[src/design/tmscr_pkg.sv]
package tmscr_pkg;
  // oscillator rate and indicator blink timing
  localparam int unsigned clk_hz = 10_000_000;
  localparam int unsigned ptp_blink_ms = 2000;
  localparam int unsigned act_blink_ms = 100;
  localparam int unsigned ptp_half_cyc = clk_hz / 1000 * ptp_blink_ms / 2;
  localparam int unsigned act_half_cyc = clk_hz / 1000 * act_blink_ms / 2;

  // register byte offsets
  localparam int addr_w = 8;
  localparam logic [7:0] ctrl_off = 8'h00;
  localparam logic [7:0] gps_off = 8'h04;
  localparam logic [7:0] ptp_off = 8'h08;
  localparam logic [7:0] pfi_dir_off = 8'h0c;
  localparam logic [7:0] pfi_out_off = 8'h10;
  localparam logic [7:0] trig_oe_off = 8'h14;
  localparam logic [7:0] trig_out_off = 8'h18;
  localparam logic [7:0] star_oe_off = 8'h1c;
  localparam logic [7:0] star_out_off = 8'h20;
  localparam logic [7:0] status_off = 8'h24;
  localparam logic [7:0] irq_stat_off = 8'h28;
  localparam logic [7:0] irq_mask_off = 8'h2c;

  // line counts
  localparam int pfi_n = 3;
  localparam int trig_n = 8;
  localparam int star_n = 13;

  // satellite receiver state codes
  localparam logic [1:0] gps_starting = 2'h0;
  localparam logic [1:0] gps_survey = 2'h1;
  localparam logic [1:0] gps_done = 2'h2;

  // time protocol port state codes
  localparam logic [3:0] ptp_disabled = 4'h0;
  localparam logic [3:0] ptp_init = 4'h1;
  localparam logic [3:0] ptp_listen = 4'h2;
  localparam logic [3:0] ptp_passive = 4'h3;
  localparam logic [3:0] ptp_uncal = 4'h4;
  localparam logic [3:0] ptp_slave = 4'h5;
  localparam logic [3:0] ptp_master = 4'h6;
  localparam logic [3:0] ptp_premaster = 4'h7;
  localparam logic [3:0] ptp_faulty = 4'h8;

  // interrupt event bit positions
  localparam int irq_w = 3;
  localparam int ev_gps_fault = 0;
  localparam int ev_link = 1;
  localparam int ev_refused = 2;

  // control register layout, lsb is gps_ref
  typedef struct packed {
    logic irig_am;
    logic irig_en;
    logic ptp_en;
    logic repl_en;
    logic repl_src;
    logic clock_output_connector_src;
    logic gps_ref;
  } tmscr_ctrl_type;
  localparam int ctrl_w = $bits(tmscr_ctrl_type);
  localparam tmscr_ctrl_type ctrl_rst = '0;

  // sampled status pins, lsb is ant_open
  typedef struct packed {
    logic [7:0] trig;
    logic [2:0] pfi;
    logic slot2;
    logic activity;
    logic speed100;
    logic link;
    logic hw_fault;
    logic ant_fault;
    logic ant_open;
  } tmscr_stat_type;

  // one indicator, amber is both
  typedef struct packed {
    logic red;
    logic green;
  } tmscr_led_type;
  localparam tmscr_led_type led_off = 2'h0;
  localparam tmscr_led_type led_green = 2'h1;
  localparam tmscr_led_type led_red = 2'h2;
  localparam tmscr_led_type led_amber = 2'h3;
endpackage

[src/design/tmscr_top.sv]
`timescale 1ns/10ps
module tmscr_top
  import tmscr_pkg::*;
#(
  parameter int unsigned ptp_half_cycles = ptp_half_cyc,
  parameter int unsigned act_half_cycles = act_half_cyc
)
(
  // clock and reset
  input wire logic pclk,
  input wire logic presetn,
  // apb slave
  input wire logic [addr_w-1:0] paddr,
  input wire logic psel,
  input wire logic penable,
  input wire logic pwrite,
  input wire logic [31:0] pwdata,
  output logic pready,
  output logic [31:0] prdata,
  output logic pslverr,
  output logic irq,
  // asynchronous status pins
  input wire tmscr_stat_type stat_pins,
  // clocks
  input wire logic backplane_clk10,
  input wire logic clock_input_connector,
  output logic clock_output_connector,
  output logic clk10_in_o,
  output logic clk10_in_oe,
  // indicators
  output tmscr_led_type gps_led,
  output tmscr_led_type ptp_led,
  output tmscr_led_type speed_led,
  output tmscr_led_type link_activity_indicator,
  // function lines and time code
  output logic [pfi_n-1:0] programmable_function_lines_o,
  output logic [pfi_n-1:0] programmable_function_lines_oe,
  output logic time_code_dc,
  output logic irig_am_sel,
  // backplane triggers
  output logic [trig_n-1:0] trig_o,
  output logic [trig_n-1:0] trig_oe,
  output logic [star_n-1:0] star_o,
  output logic [star_n-1:0] star_oe
);
  localparam int unsigned max_half = (ptp_half_cycles > act_half_cycles) ?
    ptp_half_cycles : act_half_cycles;
  localparam int cnt_w = $clog2(max_half + 1);
  localparam logic [cnt_w-1:0] slow_top = cnt_w'(ptp_half_cycles - 1);
  localparam logic [cnt_w-1:0] fast_top = cnt_w'(act_half_cycles - 1);

  typedef struct packed {
    tmscr_ctrl_type ctrl;
    logic [1:0] gps_code;
    logic [3:0] ptp_code;
    logic [pfi_n-1:0] pfi_dir;
    logic [pfi_n-1:0] pfi_out;
    logic [trig_n-1:0] trig_en;
    logic [trig_n-1:0] trig_out;
    logic [star_n-1:0] star_en;
    logic [star_n-1:0] star_out;
    logic [irq_w-1:0] irq_stat;
    logic [irq_w-1:0] irq_mask;
    tmscr_stat_type sync1;
    tmscr_stat_type sync2;
    tmscr_stat_type prev;
    logic [cnt_w-1:0] slow_cnt;
    logic [cnt_w-1:0] fast_cnt;
    logic slow_ph;
    logic fast_ph;
    logic act_seen;
    logic act_blink;
    tmscr_led_type gps_led;
    tmscr_led_type ptp_led;
    tmscr_led_type spd_led;
    tmscr_led_type act_led;
    logic [pfi_n-1:0] pfi_en;
    logic [star_n-1:0] star_drv;
    logic repl_oe;
    logic tcode;
    logic [31:0] rdata;
    logic err;
  } tmscr_state_type;

  tmscr_state_type state_reg;
  tmscr_state_type state_next;
  tmscr_stat_type st;
  tmscr_ctrl_type wctrl;
  logic wr;
  logic setup;
  logic gps_fault;
  logic [irq_w-1:0] ev;
  logic [irq_w-1:0] clr;

  // zero wait states: read data is captured in the setup cycle
  assign pready = 1'b1;
  assign prdata = state_reg.rdata;
  assign pslverr = state_reg.err;
  assign irq = |(state_reg.irq_stat & state_reg.irq_mask);

  // clock routing is a plain mux; no glitch-free switch, change when idle
  assign clock_output_connector = state_reg.ctrl.clock_output_connector_src ?
    backplane_clk10 : pclk;
  assign clk10_in_o = state_reg.ctrl.repl_src ?
    clock_input_connector : pclk;
  assign clk10_in_oe = state_reg.repl_oe;

  // outputs straight from state flops
  assign gps_led = state_reg.gps_led;
  assign ptp_led = state_reg.ptp_led;
  assign speed_led = state_reg.spd_led;
  assign link_activity_indicator = state_reg.act_led;
  assign programmable_function_lines_o = state_reg.pfi_out;
  assign programmable_function_lines_oe = state_reg.pfi_en;
  assign time_code_dc = state_reg.tcode;
  assign irig_am_sel = state_reg.ctrl.irig_am;
  assign trig_o = state_reg.trig_out;
  assign trig_oe = state_reg.trig_en;
  assign star_o = state_reg.star_out;
  assign star_oe = state_reg.star_drv;

  // bus decode and event sources
  assign st = state_reg.sync2;
  assign wr = psel & penable & pwrite;
  assign setup = psel & ~penable;
  assign wctrl = tmscr_ctrl_type'(pwdata[ctrl_w-1:0]);
  assign gps_fault = st.ant_open | st.ant_fault | st.hw_fault;
  assign clr = (wr && paddr == irq_stat_off) ? pwdata[irq_w-1:0] : '0;

  always_comb
  begin
    ev = '0;
    ev[ev_gps_fault] = gps_fault & ~(state_reg.prev.ant_open |
      state_reg.prev.ant_fault | state_reg.prev.hw_fault);
    ev[ev_link] = st.link ^ state_reg.prev.link;
    ev[ev_refused] = wr && paddr == ctrl_off && wctrl.repl_en && !st.slot2;
  end

  // next state
  always_comb
  begin
    state_next = state_reg;
    // two-flop synchroniser for every pin
    state_next.sync1 = stat_pins;
    state_next.sync2 = state_reg.sync1;
    state_next.prev = st;
    // register writes in the access phase
    if (wr)
    begin
      case (paddr)
        ctrl_off: state_next.ctrl = wctrl;
        gps_off: state_next.gps_code = pwdata[1:0];
        ptp_off: state_next.ptp_code = pwdata[3:0];
        pfi_dir_off: state_next.pfi_dir = pwdata[pfi_n-1:0];
        pfi_out_off: state_next.pfi_out = pwdata[pfi_n-1:0];
        trig_oe_off: state_next.trig_en = pwdata[trig_n-1:0];
        trig_out_off: state_next.trig_out = pwdata[trig_n-1:0];
        star_oe_off: state_next.star_en = pwdata[star_n-1:0];
        star_out_off: state_next.star_out = pwdata[star_n-1:0];
        irq_mask_off: state_next.irq_mask = pwdata[irq_w-1:0];
        default: state_next.err = state_reg.err;
      endcase
    end
    // sticky events, a new event beats a same-cycle clear
    state_next.irq_stat = (state_reg.irq_stat & ~clr) | ev;
    // read data and error prepared in setup for the access phase
    if (setup)
    begin
      state_next.err = 1'b0;
      case (paddr)
        ctrl_off: state_next.rdata = 32'(state_reg.ctrl);
        gps_off: state_next.rdata = 32'(state_reg.gps_code);
        ptp_off: state_next.rdata = 32'(state_reg.ptp_code);
        pfi_dir_off: state_next.rdata = 32'(state_reg.pfi_dir);
        pfi_out_off: state_next.rdata = 32'(state_reg.pfi_out);
        trig_oe_off: state_next.rdata = 32'(state_reg.trig_en);
        trig_out_off: state_next.rdata = 32'(state_reg.trig_out);
        star_oe_off: state_next.rdata = 32'(state_reg.star_en);
        star_out_off: state_next.rdata = 32'(state_reg.star_out);
        status_off: state_next.rdata = 32'(st);
        irq_stat_off: state_next.rdata = 32'(state_reg.irq_stat);
        irq_mask_off: state_next.rdata = 32'(state_reg.irq_mask);
        default:
        begin
          state_next.rdata = '0;
          state_next.err = 1'b1;
        end
      endcase
    end
    // slow blink, one half-period per phase
    if (state_reg.slow_cnt == slow_top)
    begin
      state_next.slow_cnt = '0;
      state_next.slow_ph = ~state_reg.slow_ph;
    end
    else
    begin
      state_next.slow_cnt = state_reg.slow_cnt + 1'b1;
    end
    // traffic blink; a single packet gives a visible blink only when it lands while fast_ph is low
    state_next.act_seen = state_reg.act_seen | st.activity;
    if (state_reg.fast_cnt == fast_top)
    begin
      state_next.fast_cnt = '0;
      state_next.fast_ph = ~state_reg.fast_ph;
      state_next.act_blink = state_reg.act_seen | st.activity;
      state_next.act_seen = st.activity;
    end
    else
    begin
      state_next.fast_cnt = state_reg.fast_cnt + 1'b1;
    end
    // satellite receiver indicator
    if (!state_reg.ctrl.gps_ref)
    begin
      state_next.gps_led = led_off;
    end
    else if (gps_fault)
    begin
      state_next.gps_led = led_red;
    end
    else
    begin
      case (state_reg.gps_code)
        gps_starting: state_next.gps_led = led_amber;
        gps_survey:
          state_next.gps_led = state_reg.slow_ph ? led_amber : led_off;
        gps_done:
          state_next.gps_led = state_reg.slow_ph ? led_green : led_off;
        default: state_next.gps_led = led_off;
      endcase
    end
    // time protocol indicator
    if (!state_reg.ctrl.ptp_en)
    begin
      state_next.ptp_led = led_off;
    end
    else
    begin
      case (state_reg.ptp_code)
        ptp_init: state_next.ptp_led = led_amber;
        ptp_listen, ptp_passive:
          state_next.ptp_led = state_reg.slow_ph ? led_amber : led_off;
        ptp_uncal, ptp_slave: state_next.ptp_led = led_green;
        ptp_master, ptp_premaster:
          state_next.ptp_led = state_reg.slow_ph ? led_green : led_off;
        ptp_faulty: state_next.ptp_led = led_red;
        default: state_next.ptp_led = led_off;
      endcase
    end
    // link speed and activity indicators
    state_next.spd_led = (st.link && st.speed100) ?
      led_green : led_off;
    if (!st.link)
    begin
      state_next.act_led = led_off;
    end
    else if (state_reg.act_blink && state_reg.fast_ph)
    begin
      state_next.act_led = led_off;
    end
    else
    begin
      state_next.act_led = led_green;
    end
    // pin drivers; a time code input on line zero is never driven
    state_next.pfi_en = state_reg.pfi_dir;
    if (state_reg.ctrl.irig_en || state_reg.ctrl.irig_am)
    begin
      state_next.pfi_en[0] = 1'b0;
    end
    state_next.tcode = state_reg.ctrl.irig_en && !state_reg.ctrl.irig_am &&
      st.pfi[0];
    state_next.star_drv = st.slot2 ? state_reg.star_en : '0;
    state_next.repl_oe = state_reg.ctrl.repl_en && st.slot2;
  end

  // one register for all state; reset puts indicators and drivers off
  always_ff @(posedge pclk or negedge presetn)
  begin
    if (!presetn)
    begin
      state_reg <= '0;
    end
    else
    begin
      state_reg <= state_next;
    end
  end
endmodule

[config.mk]
export PLATFORM = sky130hd
export DESIGN_NAME = tmscr_top
export DESIGN_NICKNAME = d
export VERILOG_FILES = /design/src/design/tmscr_pkg.sv /design/src/design/tmscr_top.sv
export SDC_FILE = /design/constraint.sdc
export NUM_CORES = 1
export LEC_CHECK = 0
export BUFFER_PORTS_ARGS = -buffer_cell sky130_fd_sc_hd__buf_2
export CAP_MARGIN = 20
export CORE_ASPECT_RATIO = 1.1
export CORE_MARGIN = 3
export CORE_UTILIZATION = 30
export DETAILED_ROUTE_END_ITERATION = 6
export GPL_ROUTABILITY_DRIVEN = 0
export SYNTH_ARGS = -nofsm -noshare
export SYNTH_HDL_FRONTEND = slang
export SYNTH_SLANG_ARGS = --single-unit
[constraint.sdc]
create_clock -name pclk -period 2.6 [get_ports pclk]
set_clock_uncertainty 0.05 [all_clocks]
set_input_delay 0.13 -clock pclk [delete_from_list [all_inputs] [get_ports pclk]]
set_output_delay 0.13 -clock pclk [all_outputs]
set_load 0.05 [all_outputs]
Yosys cells after proc, flatten, opt, wreduce, memory -nomap -nowiden
Index checks and enable logic that the tools add are counted.
{ "op_classes": {"n_mul": 0, "n_reduce_logical": 29, "n_eq_ne": 23, "n_mux": 20, "div": 0, "shift": 0, "n_lt_le_gt_ge": 0, "bitwise_logic": 18, "n_addsub": 2} }
{ "ops": {"columns": ["op", "n"], "rows": [
  ["case mux 18 bit (12 select lines)", 1],
  ["adder 24 x 1 -> 24 bit, second input constant", 2],
  ["two-way mux 24 bit", 2],
  ["equality test 8 x 5 -> 1 bit, second input constant", 4],
  ["equality test 8 x 6 -> 1 bit, second input constant", 4],
  ["equality test 24 x 19 -> 1 bit, second input constant", 1],
  ["equality test 24 bit, second input constant", 1],
  ["AND reduction 2 bit", 10],
  ["equality test 4 x 3 -> 1 bit, second input constant", 4],
  ["equality test 8 x 4 -> 1 bit, second input constant", 2],
  ["two-way mux 13 bit", 1],
  ["OR reduction 12 bit", 1],
  ["two-way mux 2 bit", 5],
  ["case mux 2 bit (5 select lines)", 1],
  ["logical AND 1 bit", 9],
  ["equality test 4 x 2 -> 1 bit, second input constant", 2],
  ["equality test 8 x 3 -> 1 bit, second input constant", 1],
  ["logical NOT 8 bit", 1],
  ["two-way mux 1 bit", 8],
  ["bitwise AND 3 bit", 2],
  ["case mux 2 bit (3 select lines)", 1],
  ["OR reduction 2 bit", 3],
  ["bitwise OR 1 bit", 5],
  ["bitwise AND 1 bit", 4],
  ["13 further kinds", 17]
]} }
{ "totals": {"reg_bits": 217, "memories": 0, "latch_bits": 0, "word_cells": 150, "ram_bits": 0, "rom_bits": 0} }

Depth between registers and ports, before layout
Gate-level depths: netlist of the first run.
{ "depth": {"word_depth": 7, "mapped_depth": 8} }

==> impl_metrics.yaml, run 1 <==
outcome:
  status: "finished, final reports clean"
global_routing:
  grt_pass1_vias: 6070
  overflow: 0
  grt_pass1_wl_mm: 34.5
  antenna_found_initial: 1
  globalRouteTotalUtil: 0.136
  grt_max_degree: 91
clocking:
  clk_latency_ps: 620
  cts.reportedPaths.clkPinSlew_ps: 60
  tritoncts: "built"
  cts_resized: 0
  postCtsSetupBuffers: 0
finish:
  post-route-util: 0.367
  nNetsFinal: 939
  area_delta_synth_final_pct: 20.2
  antennaDiodeCount: 0
  largest_register_ffs: 88
  drive_gt1_frac: 0.315
critical_path:
  critPathLaunchType: "clock port"
  crit_family: "buffers and inverters"
  path_max_fanout: 2
  required_ps: 2420
  r2r-start: "state_reg[87]"
  crit_buf_inv: 3
  worst_path_most_repeated_cell: "clkbuf_16"
  cp.arrival_ps: 2010
  path_cells: "clkbuf_16, clkbuf_16, mux2_2, buf_2"
  cp-startpoint: "pclk"
  worstSetupEndpointType: "primary output"
  max_stage_delay_ps: 240
  path_class: "clk2out"
  crit_path_top_delay_cell: "mux2_2"
power_and_ir_drop:
  p_comb_frac: 0.058
  power_report.internal_total_mw: 5.85
  p_seq_frac: 0.423
  p_sw_frac: 0.234
  ir_worst_vdd_v: 0.000467
  p_switching_mw: 1.79
  pwr-share-clk: 0.519
  power.density_nw_per_um2: 700
  leakage_nw: 5.32
detailed_routing:
  ant_nets: 0
  wl_per_cell_um: 17.7
  route.detailed.drc: 0
  routed_wl_mm: 22.3
  vias: 5983
  drtIter0Drc: 325
  first_pass_iters: 5
  via_per_inst: 4.74
yosys:
  syn_inst: 760
  async_flop_share: 1.00
  synth_area_leader_cell: "dfrtp_1"
  yosys-top-cells-area: "dfrtp_1, mux2_2, buf_4, xnor2_1, nand2_1"
  synth_area_um2: 9080
  synth_edf_count: 0
  synthDistinctLibCells: 67
  yosysTopAreaCellShare: 0.556
  ys_seq_elements: 202
  ys_seq_area_frac: 0.556
  yosys_warnings: 0
  avgSynthCellArea_um2: 12.0
  ys.flop_type: "dfrtp_1"
floorplanning:
  die-area_um2: 32400
  row_count: 66
  io_pins: 161
  die_w_um: 172
  fp.dieH_um: 189
  coreArea_um2: 29700
  start_util: 0.306
place:
  numPortBuffers: 124
  dp_hpwl_mm: 15.4
  dp_slack_ps: 617
sta:
  setup_viol_count_final: 0
  finalMaxSlewViolations: 0
  worst_pin_slew_ps: 768
  relSlewSlack: 0.488
  timing.final.hold_violations: 0
  tns_ps: 0
  rsz0062_at_grt: "no"
  setup_ws_ps: 413
hold_path:
  min_from: "psel"
  min_path_type: "in2reg"
job:
  max-cap-violations: 0
==> stage by stage <==
| stage | hold slack [ps] | cell area [um^2] | power [mW] | std cells |
|---|---|---|---|---|
| floorplan | -216 | 9140 | 3.70 | 775 |
| global placement | 189 | 9620 | 3.87 | 1180 |
| finish | 28.3 | 10900 | 7.64 | 1262 |
| CTS | 4.13 | 10900 | 7.77 | 1262 |
| global route | 32.4 | 10900 | 7.95 | 1262 |
| detailed placement | 189 | 9620 | 3.87 | 1180 |
==> cells in the final DEF (no fill, tap or decap), drive strengths merged, types with 10 or more instances in the layout <==
cell,count
a22oi,11
nand4,18
and3,10
conb,17
mux2,74
inv,12
xor2,20
nand2,51
a21oi,10
buf,144
nand3,28
o21ai,18
nor2,44
mux2i,12
dfrtp,202
dlygate4sd3,36
nor3,16
clkbuf,38
and2,17
xnor2,24
==> Yosys cell counts (7+ instances only) <==
cell / instances
dfrtp_1: 202
buf_4: 89
mux2_2: 64
nand2_1: 49
nor2_1: 41
nand3_1: 27
xnor2_1: 24
xor2_1: 20
and2_1: 17
nand4_1: 17
o21ai_0: 16
nor3_1: 14
mux2i_1: 12
a22oi_1: 11
inv_1: 11
a21oi_1: 10
and3_1: 10
buf_2: 10
clkbuf_1: 10
mux2_4: 10
a22o_1: 7
a31oi_1: 7
nor4_1: 7
==> power groups by stage <==
stage	logic (mW)	registers, mW	clock network, mW
finish	0.441	3.23	3.96
global route	0.477	3.24	4.23
detailed placement	0.405	3.29	0.174
CTS	0.447	3.23	4.09
global placement	0.403	3.29	0.174
floorplan	0.266	3.28	0.150
==> final cells by class <==
type                    instances  area [um^2]
fillers                      2914        18800
flip-flops and latches        202         5050
multi-input cells             448         3240
repair buffers                179         1160
clock buffers                  39          826
well taps                     374          468
clock inverters                 9          126
inverters                      11         41.3
==> worst paths after layout <==
kind | endpoint | slack, ps | cells past startpoint
max in group asynchronous | state_reg[102] | 1620 | 3
setup reg to reg | state_reg[107] | 610 | 6
hold / removal | pslverr | 30 | 4
min in group asynchronous | star_oe[8] | 80 | 2
hold reg to reg | st[1] | 290 | 0
setup / recovery | clk10_in_o | 410 | 4
==> cells by family after synthesis <==
logic type,share of synthesized area
multiplexers,0.109
XOR/XNOR,0.0424
other,0.000827
AO/OA/AOI/OAI,0.0598
adder cells (fa/ha/maj),0.00275
flip-flops,0.556
buffers and inverters,0.0931
AND/OR/NAND/NOR,0.136
==> worst min-delay path: cells and delay by family <==
| family | cells | cell delay [ps] |
|---|---|---|
| and+or+nand+nor | 1 | 130 |
| AOI/OAI and AO/OA | 1 | 120 |
| buffers and inverters | 2 | 290 |
==> layer usage <==
| metal | vias to the layer above | track usage | routed length (um) |
|---|---|---|---|
| met4 | 2 | 0.0436 | 582 |
| li1 | 2773 | - | - |
| met2 | 184 | 0.219 | 10500 |
| met3 | 42 | 0.0325 | 1290 |
| met5 | - | 0 | 7 |
| met1 | 2982 | 0.182 | 9930 |
==> what timing repair did <==
item	CTS	global route
endpoints found under the hold margin	175	0
endpoints found under the setup margin	0	0
hold buffers	36	0
Power figures use the tool's default switching activity.
==> run 2, diff against run 1 <==
clock period = 1.95 ns   (was 2.6 ns; I/O delays follow)
==> run 2 against run 1 <==
Against the previous run: die area unchanged; critical path type is now reg2out; worst hold slack worse by 7.5 ps; cell count up 1.3%.
==> impl_metrics.yaml, run 2 (synthesis results as in run 1) <==
global_routing:
  overflow: 0
  globalRouteTotalUtil: 0.140
  grt_pass1_wl_mm: 35.7
  antenna_found_initial: 1
  grt_max_degree: 70
  grt_pass1_vias: 6433
place:
  dp_hpwl_mm: 16.0
  dpl_cell_area_um2: 9740
  dp_slack_ps: -15.9
  numPortBuffers: 124
power_and_ir_drop:
  power_mw: 9.83
  power.density_nw_per_um2: 893
  leakage_nw: 5.36
  ir_worst_vdd_v: 0.000504
sta:
  rsz0062_at_grt: "yes"
  setup_viol_count_final: 0
  hold_slack_ps: 20.8
  worst_pin_slew_ps: 633
  timing.final.hold_violations: 0
  fin_crit_sh: 0.973
  relSlewSlack: 0.567
  setup_ws_ps: 52.7
  finalCriticalPeriod_ps: 1900
  max_freq_mhz: 527
  finalMaxSlewViolations: 0
critical_path:
  path_cells: "a222oi_1, inv_1, buf_6"
  max_stage_delay_ps: 460
  cp.arrival_ps: 1750
  required_ps: 1800
  path_max_fanout: 2
  crit_family: "compound AO/OA/AOI/OAI gates"
  critPathLaunchType: "flip-flop"
  path_class: "reg2out"
  crit_path_top_delay_cell: "a222oi_1"
  crit_buf_inv: 2
  worstSetupEndpointType: "primary output"
finish:
  fillerInstances: 2911
  nNetsFinal: 955
  largest_register_ffs: 88
  fin_area_um2: 11000
  final_cell_mix: "dfrtp_1, buf_2, mux2_2"
  area_delta_synth_final_pct: 21.2
  antennaDiodeCount: 0
  mostFrequentLayoutCell: "dfrtp_1"
  drive_gt1_frac: 0.329
floorplanning:
  row_count: 66
  coreArea_um2: 29700
  io_pins: 161
  die_w_um: 172
  die-area_um2: 32400
  start_util: 0.306
  fp.dieH_um: 189
detailed_routing:
  via_per_inst: 4.72
  drtIter0Drc: 321
  ant_nets: 0
  wl_per_cell_um: 17.8
  vias: 6028
  route.detailed.drc: 0
  routed_wl_mm: 22.7
  first_pass_iters: 5
job:
  max-cap-violations: 0
clocking:
  tritoncts: "built"
  clk_latency_ps: 610
  cts.reportedPaths.clkPinSlew_ps: 60
outcome:
  status: "finished, final reports clean"
hold_path:
  min_path_type: "in2async"
==> run 2: cell types whose count changed in the layout (fill, tap and decap cells not counted), moves of 2 or more <==
cell / change
buf_12: +2
buf_4: +15
bufinv_16: -2
clkbuf_16: -2
clkinv_2: -2
clkinv_4: +2
==> run 2: area by class of cell <==
| type | count | area (um^2) | area share |
|---|---|---|---|
| inverter | 11 | 41.3 | 0.00375 |
| clock inverter | 9 | 92.6 | 0.00841 |
| multi-input combinational | 448 | 3250 | 0.295 |
| tap | 374 | 468 | 0.0425 |
| clock buffer | 38 | 779 | 0.0708 |
| sequential | 202 | 5050 | 0.459 |
| timing repair buffer | 196 | 1320 | 0.120 |
==> run 2: stage by stage <==
step	setup TNS (ps)	util	instances
floorplan	0	-	775
global placement	-13.9	0.328	1195
detailed placement	-16.3	0.328	1195
CTS	-86.6	0.370	1278
global route	-105	0.370	1278
finish	0	0.370	1278
==> run 2: repair_timing <==
item / 4_1_cts / 5_1_grt
buffers inserted: 1 / 0
hold buffers: 37 / 0
endpoints found under the setup margin: 3 / 2
endpoints found under the hold margin: 293 / 0
resized for setup: 3 / 1
pin swaps: 1 / 0
==> run 2: routing by layer <==
layer,GRT usage,share of wire
met5,0,0.00031
met4,0.0445,0.023
met3,0.0336,0.058
met2,0.226,0.47
met1,0.186,0.45
==> run 2: where the power goes <==
| part | leakage, nW | internal [mW] | total [mW] | switching [mW] |
|---|---|---|---|---|
| Combinational | 2.26 | 0.196 | 0.614 | 0.418 |
| Sequential | 2.67 | 4.27 | 4.31 | 0.0458 |
| Clock | 0.435 | 2.95 | 4.91 | 1.96 |
==> run 2: worst paths after layout <==
| kind | from | to | slack, ps | cells after the start |
|---|---|---|---|---|
| max in group asynchronous | presetn | state_reg[110] | 1440 | 3 |
| setup / recovery | state_reg[170] | irq | 50 | 3 |
| min in group pclk | psel | prdata[0] | 40 | 4 |
| hold / removal | presetn | star_oe[8] | 20 | 3 |
| setup reg to reg | state_reg[63] | state_reg[59] | 150 | 7 |
| hold reg to reg | state_next[139] | st[10] | 300 | 0 |
==> run 2: tightest hold or removal path: stages <==
cell and delay [ps]:
dlygate4sd3_1 540, clkbuf_8 190, buf_12 220
